<file path="src/common/gcid_map.vh">
// register map and field constants for the gpio change and detect block
`ifndef GCID_MAP_VH
`define GCID_MAP_VH

`define GCID_OFS_OUT        12'h000
`define GCID_OFS_OUT_SET    12'h004
`define GCID_OFS_OUT_CLR    12'h008
`define GCID_OFS_IN         12'h00c
`define GCID_OFS_OE         12'h010
`define GCID_OFS_ALT0       12'h014
`define GCID_OFS_ALT1       12'h018
`define GCID_OFS_FLAGS      12'h01c
`define GCID_OFS_ENABLE     12'h020
`define GCID_OFS_ACTIVE     12'h024
`define GCID_OFS_SD_VALUE   12'h028
`define GCID_OFS_MAP_BASE   12'h040
`define GCID_OFS_MAP_LAST   12'h07c

`define GCID_HI_WORD_BIT    7
`define GCID_MAP_IDX_LSB    2
`define GCID_MAP_IDX_W      4
`define GCID_PORT_IDX_W     5
`define GCID_ALT_GPIO       2'h0
`define GCID_ALT_FUNC1      2'h1
`define GCID_ALT_FUNC2      2'h2
`define GCID_HTRANS_NONSEQ  1'b1
`define GCID_RST_WORD       32'h00000000
`define GCID_RST_PORT       5'h00

`endif

</file>
<file path="src/design/gcid_gpio_top.v">
// gpio pin controller: change interrupt, alternate select, parallel detect
//
// Decided for this implementation: the AHB-Lite interface to the registers and the placing of the registers.
`timescale 1ns/1ps
`include "gcid_map.vh"
module gcid_gpio_top #(
	parameter NUM_PINS  = 64,
	parameter NUM_SD    = 16,
	parameter NUM_PORTS = 32,
	parameter SD_PIN_LO = 44,
	parameter SD_FUNC   = 2
) (
	// clock and reset
	input  wire                 ref_clk,
	input  wire                 rst,
	// ahb-lite slave
	input  wire                 hsel,
	input  wire [11:0]          haddr,
	input  wire [1:0]           htrans,
	input  wire                 hwrite,
	input  wire [2:0]           hsize,
	input  wire [31:0]          hwdata,
	input  wire                 hready,
	output reg  [31:0]          hrdata,
	output reg                  hreadyout,
	output reg                  hresp,
	// pins
	input  wire [NUM_PINS-1:0]  pin_in,
	output reg  [NUM_PINS-1:0]  pin_out,
	output reg  [NUM_PINS-1:0]  pin_oe,
	// alternate function select, per pin
	output reg  [NUM_PINS-1:0]  alt_sel0,
	output reg  [NUM_PINS-1:0]  alt_sel1,
	// serial controller detect values and merged result
	input  wire [NUM_PORTS-1:0] serial_sd,
	output reg  [NUM_PORTS-1:0] port_sd,
	// interrupt to processor
	output reg                  pin_irq
);
	localparam HALF = 32;

	// register state; each 64-bit group is a low and high word
	reg  [NUM_PINS-1:0]          out_reg;
	reg  [NUM_PINS-1:0]          oe_reg;
	reg  [NUM_PINS-1:0]          alt0_reg;
	reg  [NUM_PINS-1:0]          alt1_reg;
	reg  [NUM_PINS-1:0]          ena_reg;
	reg  [NUM_SD*`GCID_PORT_IDX_W-1:0] map_reg;
	reg  [NUM_PINS-1:0]          clr_next;

	// data-phase capture
	reg                          wr_pend_reg;
	reg                          rd_wait_reg;
	reg  [11:0]                  addr_reg;

	wire [NUM_PINS-1:0]          level;
	wire [NUM_PINS-1:0]          flags;
	wire [NUM_PINS-1:0]          active;
	wire [NUM_SD-1:0]            sd_en;
	wire [NUM_SD-1:0]            sd_in;
	wire [NUM_PORTS-1:0]         merged;
	wire                         take;
	wire                         hi_word;
	wire [11:0]                  word_addr;
	wire [`GCID_MAP_IDX_W-1:0]   map_idx;
	wire                         is_map;
	reg  [31:0]                  rd_next;

	// one write strobe per writable register, decoded in the data phase
	wire                         wr_out;
	wire                         wr_set;
	wire                         wr_clr;
	wire                         wr_oe;
	wire                         wr_alt0;
	wire                         wr_alt1;
	wire                         wr_flags;
	wire                         wr_ena;
	wire                         wr_map;

	assign take      = hsel & hready & htrans[1];
	assign hi_word   = addr_reg[`GCID_HI_WORD_BIT];
	assign word_addr = addr_reg & ~(12'h001 << `GCID_HI_WORD_BIT);
	assign map_idx   = addr_reg[`GCID_MAP_IDX_LSB +: `GCID_MAP_IDX_W];
	assign is_map    = (addr_reg >= `GCID_OFS_MAP_BASE) && (addr_reg <= `GCID_OFS_MAP_LAST);

	// selects the low or high word of a 64-bit pin vector
	function [31:0] half_sel;
		input [63:0] v;
		input        hi;
		begin
			half_sel = hi ? v[2*HALF-1:HALF] : v[HALF-1:0];
		end
	endfunction

	// writes one word of a 64-bit pin vector
	function [63:0] half_put;
		input [63:0] v;
		input        hi;
		input [31:0] d;
		begin
			half_put = hi ? {d, v[HALF-1:0]} : {v[2*HALF-1:HALF], d};
		end
	endfunction

	// data-phase write hit on one register word
	function wr_hit;
		input        pend;
		input [11:0] a;
		input [11:0] ofs;
		begin
			wr_hit = pend & (a == ofs);
		end
	endfunction

	assign active = flags & ena_reg;

	// map words never alias a plain register word
	assign wr_out   = wr_hit(wr_pend_reg, word_addr, `GCID_OFS_OUT);
	assign wr_set   = wr_hit(wr_pend_reg, word_addr, `GCID_OFS_OUT_SET);
	assign wr_clr   = wr_hit(wr_pend_reg, word_addr, `GCID_OFS_OUT_CLR);
	assign wr_oe    = wr_hit(wr_pend_reg, word_addr, `GCID_OFS_OE);
	assign wr_alt0  = wr_hit(wr_pend_reg, word_addr, `GCID_OFS_ALT0);
	assign wr_alt1  = wr_hit(wr_pend_reg, word_addr, `GCID_OFS_ALT1);
	assign wr_flags = wr_hit(wr_pend_reg, word_addr, `GCID_OFS_FLAGS);
	assign wr_ena   = wr_hit(wr_pend_reg, word_addr, `GCID_OFS_ENABLE);
	assign wr_map   = wr_pend_reg & is_map;

	// parallel detect n sits on a pin in function two
	genvar g;
	generate
		for (g = 0; g < NUM_SD; g = g + 1) begin : g_sd
			assign sd_en[g] = ({alt1_reg[SD_PIN_LO+g], alt0_reg[SD_PIN_LO+g]}
				== SD_FUNC[1:0]);
			assign sd_in[g] = level[SD_PIN_LO+g];
		end
	endgenerate

	gcid_change_det #(
		.WIDTH     (NUM_PINS)
	) u_det (
		.ref_clk   (ref_clk),
		.rst       (rst),
		.pin_in    (pin_in),
		.clear_mask(clr_next),
		.level_reg (level),
		.flags_reg (flags)
	);

	gcid_sd_override #(
		.NUM_SD               (NUM_SD),
		.NUM_PORTS            (NUM_PORTS),
		.IDX_W                (`GCID_PORT_IDX_W)
	) u_sd (
		.detect_port_index    (map_reg),
		.sd_enable            (sd_en),
		.parallel_detect_input(sd_in),
		.serial_sd            (serial_sd),
		.merged_sd            (merged)
	);

	// write-one-to-clear of change flags, applied in the data phase
	always @* begin
		clr_next = {NUM_PINS{1'b0}};
		if (wr_flags) begin
			clr_next = half_put({NUM_PINS{1'b0}}, hi_word, hwdata);
		end
	end

	// read mux; unmapped addresses read zero
	always @* begin
		rd_next = `GCID_RST_WORD;
		if (is_map) begin
			rd_next = {{(32-`GCID_PORT_IDX_W){1'b0}},
				map_reg[map_idx*`GCID_PORT_IDX_W +: `GCID_PORT_IDX_W]};
		end else begin
			case (word_addr)
			`GCID_OFS_OUT:      rd_next = half_sel(out_reg, hi_word);
			`GCID_OFS_IN:       rd_next = half_sel(level, hi_word);
			`GCID_OFS_OE:       rd_next = half_sel(oe_reg, hi_word);
			`GCID_OFS_ALT0:     rd_next = half_sel(alt0_reg, hi_word);
			`GCID_OFS_ALT1:     rd_next = half_sel(alt1_reg, hi_word);
			`GCID_OFS_FLAGS:    rd_next = half_sel(flags, hi_word);
			`GCID_OFS_ENABLE:   rd_next = half_sel(ena_reg, hi_word);
			`GCID_OFS_ACTIVE:   rd_next = half_sel(active, hi_word);
			`GCID_OFS_SD_VALUE: rd_next = hi_word ? `GCID_RST_WORD : merged;
			default:            rd_next = `GCID_RST_WORD;
			endcase
		end
	end

	// bus slave: writes take no wait state; a read waits one cycle so that
	// hrdata comes from a flip-flop yet still sees a write just before it
	always @(posedge ref_clk or posedge rst) begin
		if (rst) begin
			wr_pend_reg <= 1'b0;
			rd_wait_reg <= 1'b0;
			addr_reg    <= 12'h000;
			hreadyout   <= 1'b1;
			hresp       <= 1'b0;
			hrdata      <= `GCID_RST_WORD;
		end else begin
			hresp <= 1'b0;
			if (rd_wait_reg) begin
				// load the word and release the master on the same edge
				rd_wait_reg <= 1'b0;
				hreadyout   <= 1'b1;
				hrdata      <= rd_next;
			end else if (hready) begin
				wr_pend_reg <= take & hwrite;
				rd_wait_reg <= take & ~hwrite;
				hreadyout   <= ~(take & ~hwrite);
				if (take) begin
					addr_reg <= haddr;
				end
			end
		end
	end

	// output value; set and clear words let threads update without locks
	always @(posedge ref_clk or posedge rst) begin
		if (rst) begin
			out_reg <= {NUM_PINS{1'b0}};
		end else if (wr_out) begin
			out_reg <= half_put(out_reg, hi_word, hwdata);
		end else if (wr_set) begin
			out_reg <= out_reg | half_put({NUM_PINS{1'b0}}, hi_word, hwdata);
		end else if (wr_clr) begin
			out_reg <= out_reg & ~half_put({NUM_PINS{1'b0}}, hi_word, hwdata);
		end
	end

	// pins stay inputs until software sets their enable
	always @(posedge ref_clk or posedge rst) begin
		if (rst) begin
			oe_reg <= {NUM_PINS{1'b0}};
		end else if (wr_oe) begin
			oe_reg <= half_put(oe_reg, hi_word, hwdata);
		end
	end

	// low bit of the alternate code
	always @(posedge ref_clk or posedge rst) begin
		if (rst) begin
			alt0_reg <= {NUM_PINS{1'b0}};
		end else if (wr_alt0) begin
			alt0_reg <= half_put(alt0_reg, hi_word, hwdata);
		end
	end

	// high bit of the alternate code
	always @(posedge ref_clk or posedge rst) begin
		if (rst) begin
			alt1_reg <= {NUM_PINS{1'b0}};
		end else if (wr_alt1) begin
			alt1_reg <= half_put(alt1_reg, hi_word, hwdata);
		end
	end

	// change interrupt enables
	always @(posedge ref_clk or posedge rst) begin
		if (rst) begin
			ena_reg <= {NUM_PINS{1'b0}};
		end else if (wr_ena) begin
			ena_reg <= half_put(ena_reg, hi_word, hwdata);
		end
	end

	// index before enabling the function avoids a spurious override
	always @(posedge ref_clk or posedge rst) begin
		if (rst) begin
			map_reg <= {NUM_SD{`GCID_RST_PORT}};
		end else if (wr_map) begin
			map_reg[map_idx*`GCID_PORT_IDX_W +: `GCID_PORT_IDX_W]
				<= hwdata[`GCID_PORT_IDX_W-1:0];
		end
	end

	// registered pin and select outputs
	always @(posedge ref_clk or posedge rst) begin
		if (rst) begin
			pin_out  <= {NUM_PINS{1'b0}};
			pin_oe   <= {NUM_PINS{1'b0}};
			alt_sel0 <= {NUM_PINS{1'b0}};
			alt_sel1 <= {NUM_PINS{1'b0}};
		end else begin
			pin_out  <= out_reg;
			pin_oe   <= oe_reg;
			alt_sel0 <= alt0_reg;
			alt_sel1 <= alt1_reg;
		end
	end

	// registered detect and interrupt outputs
	always @(posedge ref_clk or posedge rst) begin
		if (rst) begin
			port_sd <= {NUM_PORTS{1'b0}};
			pin_irq <= 1'b0;
		end else begin
			port_sd <= merged;
			pin_irq <= |active;
		end
	end
endmodule // gcid_gpio_top

</file>
<file path="src/design/gcid_change_det.v">
// per-pin input change detector with sticky write-one-to-clear flags
`timescale 1ns/1ps
module gcid_change_det #(
	parameter WIDTH = 32
) (
	// clock and reset
	input  wire             ref_clk,
	input  wire             rst,
	// pins
	input  wire [WIDTH-1:0] pin_in,
	// software clear
	input  wire [WIDTH-1:0] clear_mask,
	// results
	output reg  [WIDTH-1:0] level_reg,
	output reg  [WIDTH-1:0] flags_reg
);
	reg              primed_reg;
	wire [WIDTH-1:0] change;

	// no change is claimed until a first sample stands as reference
	assign change = primed_reg ? (pin_in ^ level_reg) : {WIDTH{1'b0}};

	always @(posedge ref_clk or posedge rst) begin
		if (rst) begin
			level_reg  <= {WIDTH{1'b0}};
			flags_reg  <= {WIDTH{1'b0}};
			primed_reg <= 1'b0;
		end else begin
			level_reg  <= pin_in;
			primed_reg <= 1'b1;
			flags_reg  <= (flags_reg & ~clear_mask) | change;
		end
	end
endmodule // gcid_change_det

</file>
<file path="src/design/gcid_sd_override.v">
// parallel detect override of the serial controller's per-port detect values
`timescale 1ns/1ps
module gcid_sd_override #(
	parameter NUM_SD = 16,
	parameter NUM_PORTS = 32,
	parameter IDX_W = 5
) (
	// map and enables
	input  wire [NUM_SD*IDX_W-1:0] detect_port_index,
	input  wire [NUM_SD-1:0]       sd_enable,
	input  wire [NUM_SD-1:0]       parallel_detect_input,
	// serial controller values in, merged values out
	input  wire [NUM_PORTS-1:0]    serial_sd,
	output reg  [NUM_PORTS-1:0]    merged_sd
);
	integer n;
	integer p;

	// later detect numbers win if two map to one port
	always @* begin
		merged_sd = serial_sd;
		for (p = 0; p < NUM_PORTS; p = p + 1) begin
			for (n = 0; n < NUM_SD; n = n + 1) begin
				if (sd_enable[n] && detect_port_index[n*IDX_W +: IDX_W] == p[IDX_W-1:0]) begin
					merged_sd[p] = parallel_detect_input[n];
				end
			end
		end
	end
endmodule // gcid_sd_override

</file>
<file path="config.mk">
export PLATFORM = sky130hd
export DESIGN_NAME = gcid_gpio_top
export DESIGN_NICKNAME = d
export VERILOG_FILES = /design/src/design/gcid_gpio_top.v /design/src/design/gcid_change_det.v /design/src/design/gcid_sd_override.v
export VERILOG_INCLUDE_DIRS = /design/src /design/src/common
export SDC_FILE = /design/constraint.sdc
export NUM_CORES = 2
export LEC_CHECK = 0
export BUFFER_PORTS_ARGS = -buffer_cell sky130_fd_sc_hd__buf_2
export CORE_MARGIN = 2
export CORE_UTILIZATION = 55
export DETAILED_ROUTE_END_ITERATION = 6
export PLACE_DENSITY = 0.77
export SLEW_MARGIN = 10
export SYNTH_ARGS = -nofsm -noshare
export SYNTH_HDL_FRONTEND = slang
export SYNTH_SLANG_ARGS = --single-unit
</file>
<file path="constraint.sdc">
create_clock -name ref_clk -period 37.1 [get_ports ref_clk]
set_clock_uncertainty 0.2 [all_clocks]
set_input_delay 7.42 -clock ref_clk [delete_from_list [all_inputs] [get_ports ref_clk]]
set_output_delay 7.42 -clock ref_clk [all_outputs]
set_load 0.02 [all_outputs]
</file>
Word-level counts from Yosys, hierarchy flattened
Index checks and enable logic that the tools add are counted.
{ "totals": {"ff_bits": 865, "in_bits": 150, "word_cells": 1661} }
{ "classes": {"n_addsub": 1, "n_mul": 1, "order_cmp": 2, "eq_ne": 524, "shift": 3, "muxes": 535, "bitwise": 25, "n_reduce_logical": 545} }
{ "op_table": {"columns": ["operator", "count"], "rows": [
  ["equality test 5 bit (second input constant)", 256],
  ["equality test 5 x 4 -> 1 bit (second input constant)", 128],
  ["2-to-1 mux 1 bit", 516],
  ["logical AND 1 bit", 513],
  ["2-to-1 mux 64 bit", 7],
  ["equality test 5 x 3 -> 1 bit (second input constant)", 64],
  ["2-to-1 mux 32 bit", 10],
  ["one-hot mux 32 bit (9 select lines)", 1],
  ["bitwise AND 64 bit", 3],
  ["equality test 5 x 2 -> 1 bit (second input constant)", 32],
  ["inverter 64 bit", 2],
  ["bitwise OR 64 bit", 2],
  ["bitwise mux 80 bit", 1],
  ["equality test 5 x 1 -> 1 bit (second input constant)", 16],
  ["zero test 5 bit", 16],
  ["variable shift 5 x 34 -> 80 bit (first input constant)", 1],
  ["indexed part select 5 x 34 -> 80 bit", 1],
  ["indexed part select 80 x 8 -> 5 bit", 1],
  ["OR reduction 64 bit", 1],
  ["XOR 64 bit", 1],
  ["equality test 11 x 5 -> 1 bit (second input constant)", 4],
  ["negation 7 -> 34 bit", 1],
  ["equality test 11 x 6 -> 1 bit (second input constant)", 3],
  ["equality test 2 bit (second input constant)", 16],
  ["other kinds (13)", 40]
]} }

Depth between registers and ports, before layout
{ "logic_depth": {"depth_word": 21, "depth_mapped": 14} }

Modules after synthesis
A second synthesis with hierarchy kept.
{ "hier_totals": {"hier_cells": 4541, "hier_area_um2": 46803.6} }
{ "by_module_without_submodules": {"columns": ["mod", "instances", "cells_each", "area_each_um2", "seq_area_each_um2"], "rows": [
  ["gcid_gpio_top", 1, 2464, 31159.9, 18418.9],
  ["gcid_sd_override", 1, 1747, 10968.0, 0.0],
  ["gcid_change_det", 1, 330, 4675.7, 3228.1]
]} }

Worst setup path before layout
No wires, ideal clock.
{ "synth_path": {"path_kind": "input to register", "start": "input port serial_sd[8]", "end": "register hrdata[8]", "setup_time_ns": 0.095, "arrival_ns": 8.545, "required_ns": 36.805, "slack_ns": 28.260, "path_stages": 6, "n_path_buf": 0, "path_cell_list": "a31oi_1 -> or4_1 -> o211a_1 -> o31ai_2 -> a2111oi_2 -> o31ai_1"} }
{ "synth_between": {"elab_chain_len": 19} }
{ "synth_rtl": {"columns": ["element", "line", "rtl"], "rows": [
  ["start: declaration", "gcid_gpio_top.v:35", "input wire [NUM_PORTS-1:0] serial_sd,"],
  ["2-to-1 mux 1 bit (16 in a row)", "gcid_sd_override.v:24", "if (sd_enable[n] && detect_port_index[n*IDX_W +: IDX_W] == p[IDX_W-1:0]) begin"],
  ["2-to-1 mux 32 bit", "gcid_gpio_top.v:185", "`GCID_OFS_SD_VALUE: rd_next = hi_word ? `GCID_RST_WORD : merged;"],
  ["one-hot mux 32 bit (9 select lines)", "gcid_gpio_top.v:176", "case (word_addr)"],
  ["2-to-1 mux 32 bit", "gcid_gpio_top.v:172", "if (is_map) begin"],
  ["end signal: assignment", "gcid_gpio_top.v:200", "hrdata <= `GCID_RST_WORD;"],
  ["end signal: assignment", "gcid_gpio_top.v:207", "hrdata <= rd_next;"],
  ["end: declaration", "gcid_gpio_top.v:24", "output reg [31:0] hrdata,"]
]} }
Every way passes these cells.
A chain may end at the register's enable or synchronous reset.

==> results.toml <==
[status]
status = "complete, but fails checks"
violations = "DRC"

[yosys]
synth-simple-area-share_pct = 17.8
synth_cell_types = 121
synth_ff_type = "dfrtp_1"
netlist_area_um2 = 46200
synth-compound-area-share_pct = 16.1
async_flop_share_pct = 100
synth_top_cell_area_share_pct = 46.8
synth_top_family_by_area = "simple AND/OR/NAND/NOR gates"
yosysTopAreaCell = "dfrtp_1"
post_synth_inst_count = 4445
synthMuxAreaShare_pct = 13.9
synth.area.top_cells = "dfrtp_1, mux2_2, mux2i_1"
synth.ff_latch_count = 865
synth_area_per_cell_um2 = 10.4
ys_seq_area_share_pct = 46.8
ys_warn_count = 0
synthAdderAreaFrac_pct = 0.135
synth_xor_area_share_pct = 1.27
synth_edf_count = 0
syn_nets = 4600

[final_layout]
nets = 4887
largest_reg_flops = 80
num-fill-cells = 6676
final_common_cell = "dfrtp_1"
finalInstanceArea_um2 = 52400
finalNonFillerCells = 5903
area_growth_pct = 13.3
layout_common_cells = "dfrtp_1, nand2_1, buf_2"
fin_util_pct = 62.8
layout-drive-gt1-share_pct = 24.8

[job]
drv_cap = 0

[grt]
grt_pass1_wl_um = 303000
grt_pass1_vias = 41200
antenna_found_initial = 28
grt_max_degree = 134
track_usage_pct = 48.8
overflow = 0

[floorplan]
initial_core_util_pct = 55.4
num_rows = 106
die_w_um = 294
die_h_um = 294
ioPinCount = 473
die-area_um2 = 86400
core-area_um2 = 83400

[critical_path]
regToRegEndpoint = "hrdata[10]"
worst_path_max_delay_cell = "buf_4"
startpoint = "rst"
cpMostUsedCell = "buf_4"
r2r_cells = 9
crit_path_start_kind = "input pin"
required_ns = 37.55
endpoint_kind = "asynchronous set/reset pin"
timing.rr.start = "addr_reg[2]"
crit_arrival_ns = 10.70
crit_family = "buffers and inverters"
slowest_delay_ns = 0.85
setup.worst_path.class = "input pin to asynchronous set/reset pin"
worstPathCellList = "buf_2 > inv_8 > buf_4 > buf_4 > buf_4"
r2r_slack_ns = 32.33
path_buf_inv = 5
cp_max_fo = 133

[pwr]
p_leak_nw = 23.2
ir_drop_v = 0.0000476
report.power.total_mw = 2.26
power_density_nw_per_um2 = 43.1

[min_path]
min_to = "pin_oe[33]"
hold_depth = 0
min_from = "oe_reg[33]"
hold_path_class = "flop to flop"

[routing]
ant_nets = 0
drt-initial-drc-count = 6173
met3_length_um = 28100
via_count = 43000
highest_layer = "met5"
dr.pass1.iters = 7
vias_per_cell = 7.28
wl_per_cell_um = 36.3
remaining_drc_errors = 11
wl_met1_um = 80900
drt-total-wl_um = 214000
wl_met2_um = 90800

[clock_tree]
cts_sinks = 865
clock_latency_ns = 0.69
cts_buffers = 89
cts_post_setup_buffers_inserted = 0
cts_resized = 0
cts_max_level = 3
postCtsHoldBufs = 0
path_clk_slew_ns = 0.06
tritoncts = "done"
cts_max_path_buffers = 3
cts_root_buf = "clkbuf_16"

[timing]
maxSlewViolCount = 0
tightest_slew_ns = 1.28
period_share_pct = 27.6
rsz0062_at_grt = "no"
slew_headroom_pct = 13.5
fmax_ghz = 0.0976
finalSetupTns_ns = 0
min_period_ns = 10.25
fin_hold_ws_ns = 0.180
hold_viol = 0
setup_violations = 0
setup_ws_ns = 26.85

[placed_design]
port_buffers = 467
dp_hpwl_um = 159000
gp_congestion = 1.07
post_dp_cell_area_um2 = 49200
place_inst = 5721
place_ws_ns = 26.09
## worst max-delay path by stage
stage                                 end  slack, ns  depth (start not counted)
3_3_place_gp                   port_sd[0]      26.13                          5
6_report                       hrdata[19]      26.85                          5
5_1_grt                        port_sd[0]      26.27                          5
3_5_place_dp                   hrdata[19]      26.09                          5
2_1_floorplan  asynchronous set/reset pin       5.17                          1
4_1_cts                        hrdata[19]      26.79                          5
## kinds of logic (layout without fill, tap and decap cells)
group           count (synthesis)  in the layout
other cells                     2             20
xor+xnor                       67             67
simple gates                 1492           1492
buf+inv                       407            767
compound gates               1036           1036
mux                           571            571
flops                         865            865
fa+ha+maj                       5              5
## final cells by class
cell class / instances / area (um2) / area share, %
Antenna cell: 18 / 45.0 / 0.0860
Tap cell: 1080 / 1350 / 2.58
Clock buffer: 126 / 2640 / 5.04
Multi-Input combinational cell: 3173 / 22900 / 43.7
Clock inverter: 38 / 551 / 1.05
Sequential cell: 865 / 21700 / 41.3
Inverter: 26 / 105 / 0.201
Timing Repair Buffer: 577 / 3180 / 6.06
## synthesized netlist by cell type (all sizes together) (19+ instances only)
cell	n
a21oi	76
o32ai	30
and3	20
a31oi	45
nand4bb	28
o31ai	40
nor2	284
nand4	64
nor3	66
and3b	19
o21ai	196
or4b	31
mux4	25
dfrtp	864
nand3	111
nor3b	20
nand2	493
nor4	34
a211oi	28
buf	169
and2	24
a32oi	29
inv	24
nand4b	37
nor4b	32
o221ai	31
nor4bb	21
nand2b	38
a22o	72
nand3b	22
a22oi	46
o211ai	32
xor2	65
o22a	35
clkbuf	212
a221oi	32
o32a	19
mux2	323
nor2b	40
mux2i	223
o22ai	202
## power breakdown
group	switching, mW	internal, mW	total [mW]
clock network	0.401	0.564	0.966
registers	0.0455	0.978	1.02
logic	0.181	0.0878	0.269
total	0.628	1.63	2.26
## layer usage
layer	vias up	global-route usage, %
met5	-	0.681
met4	20	26.6
met2	3308	71.4
li1	17400	-
met1	21600	63.7
met3	690	16.4
## worst reg2reg max path, delay by kind of cell, from the launching register on
family | cells | cell delay (ns)
simple gates | 2 | 1.61
flops | 1 | 0.32
fa+ha+maj | 1 | 0.40
buf+inv | 3 | 1.22
compound gates | 3 | 0.88
Power figures use the tool's default switching activity.
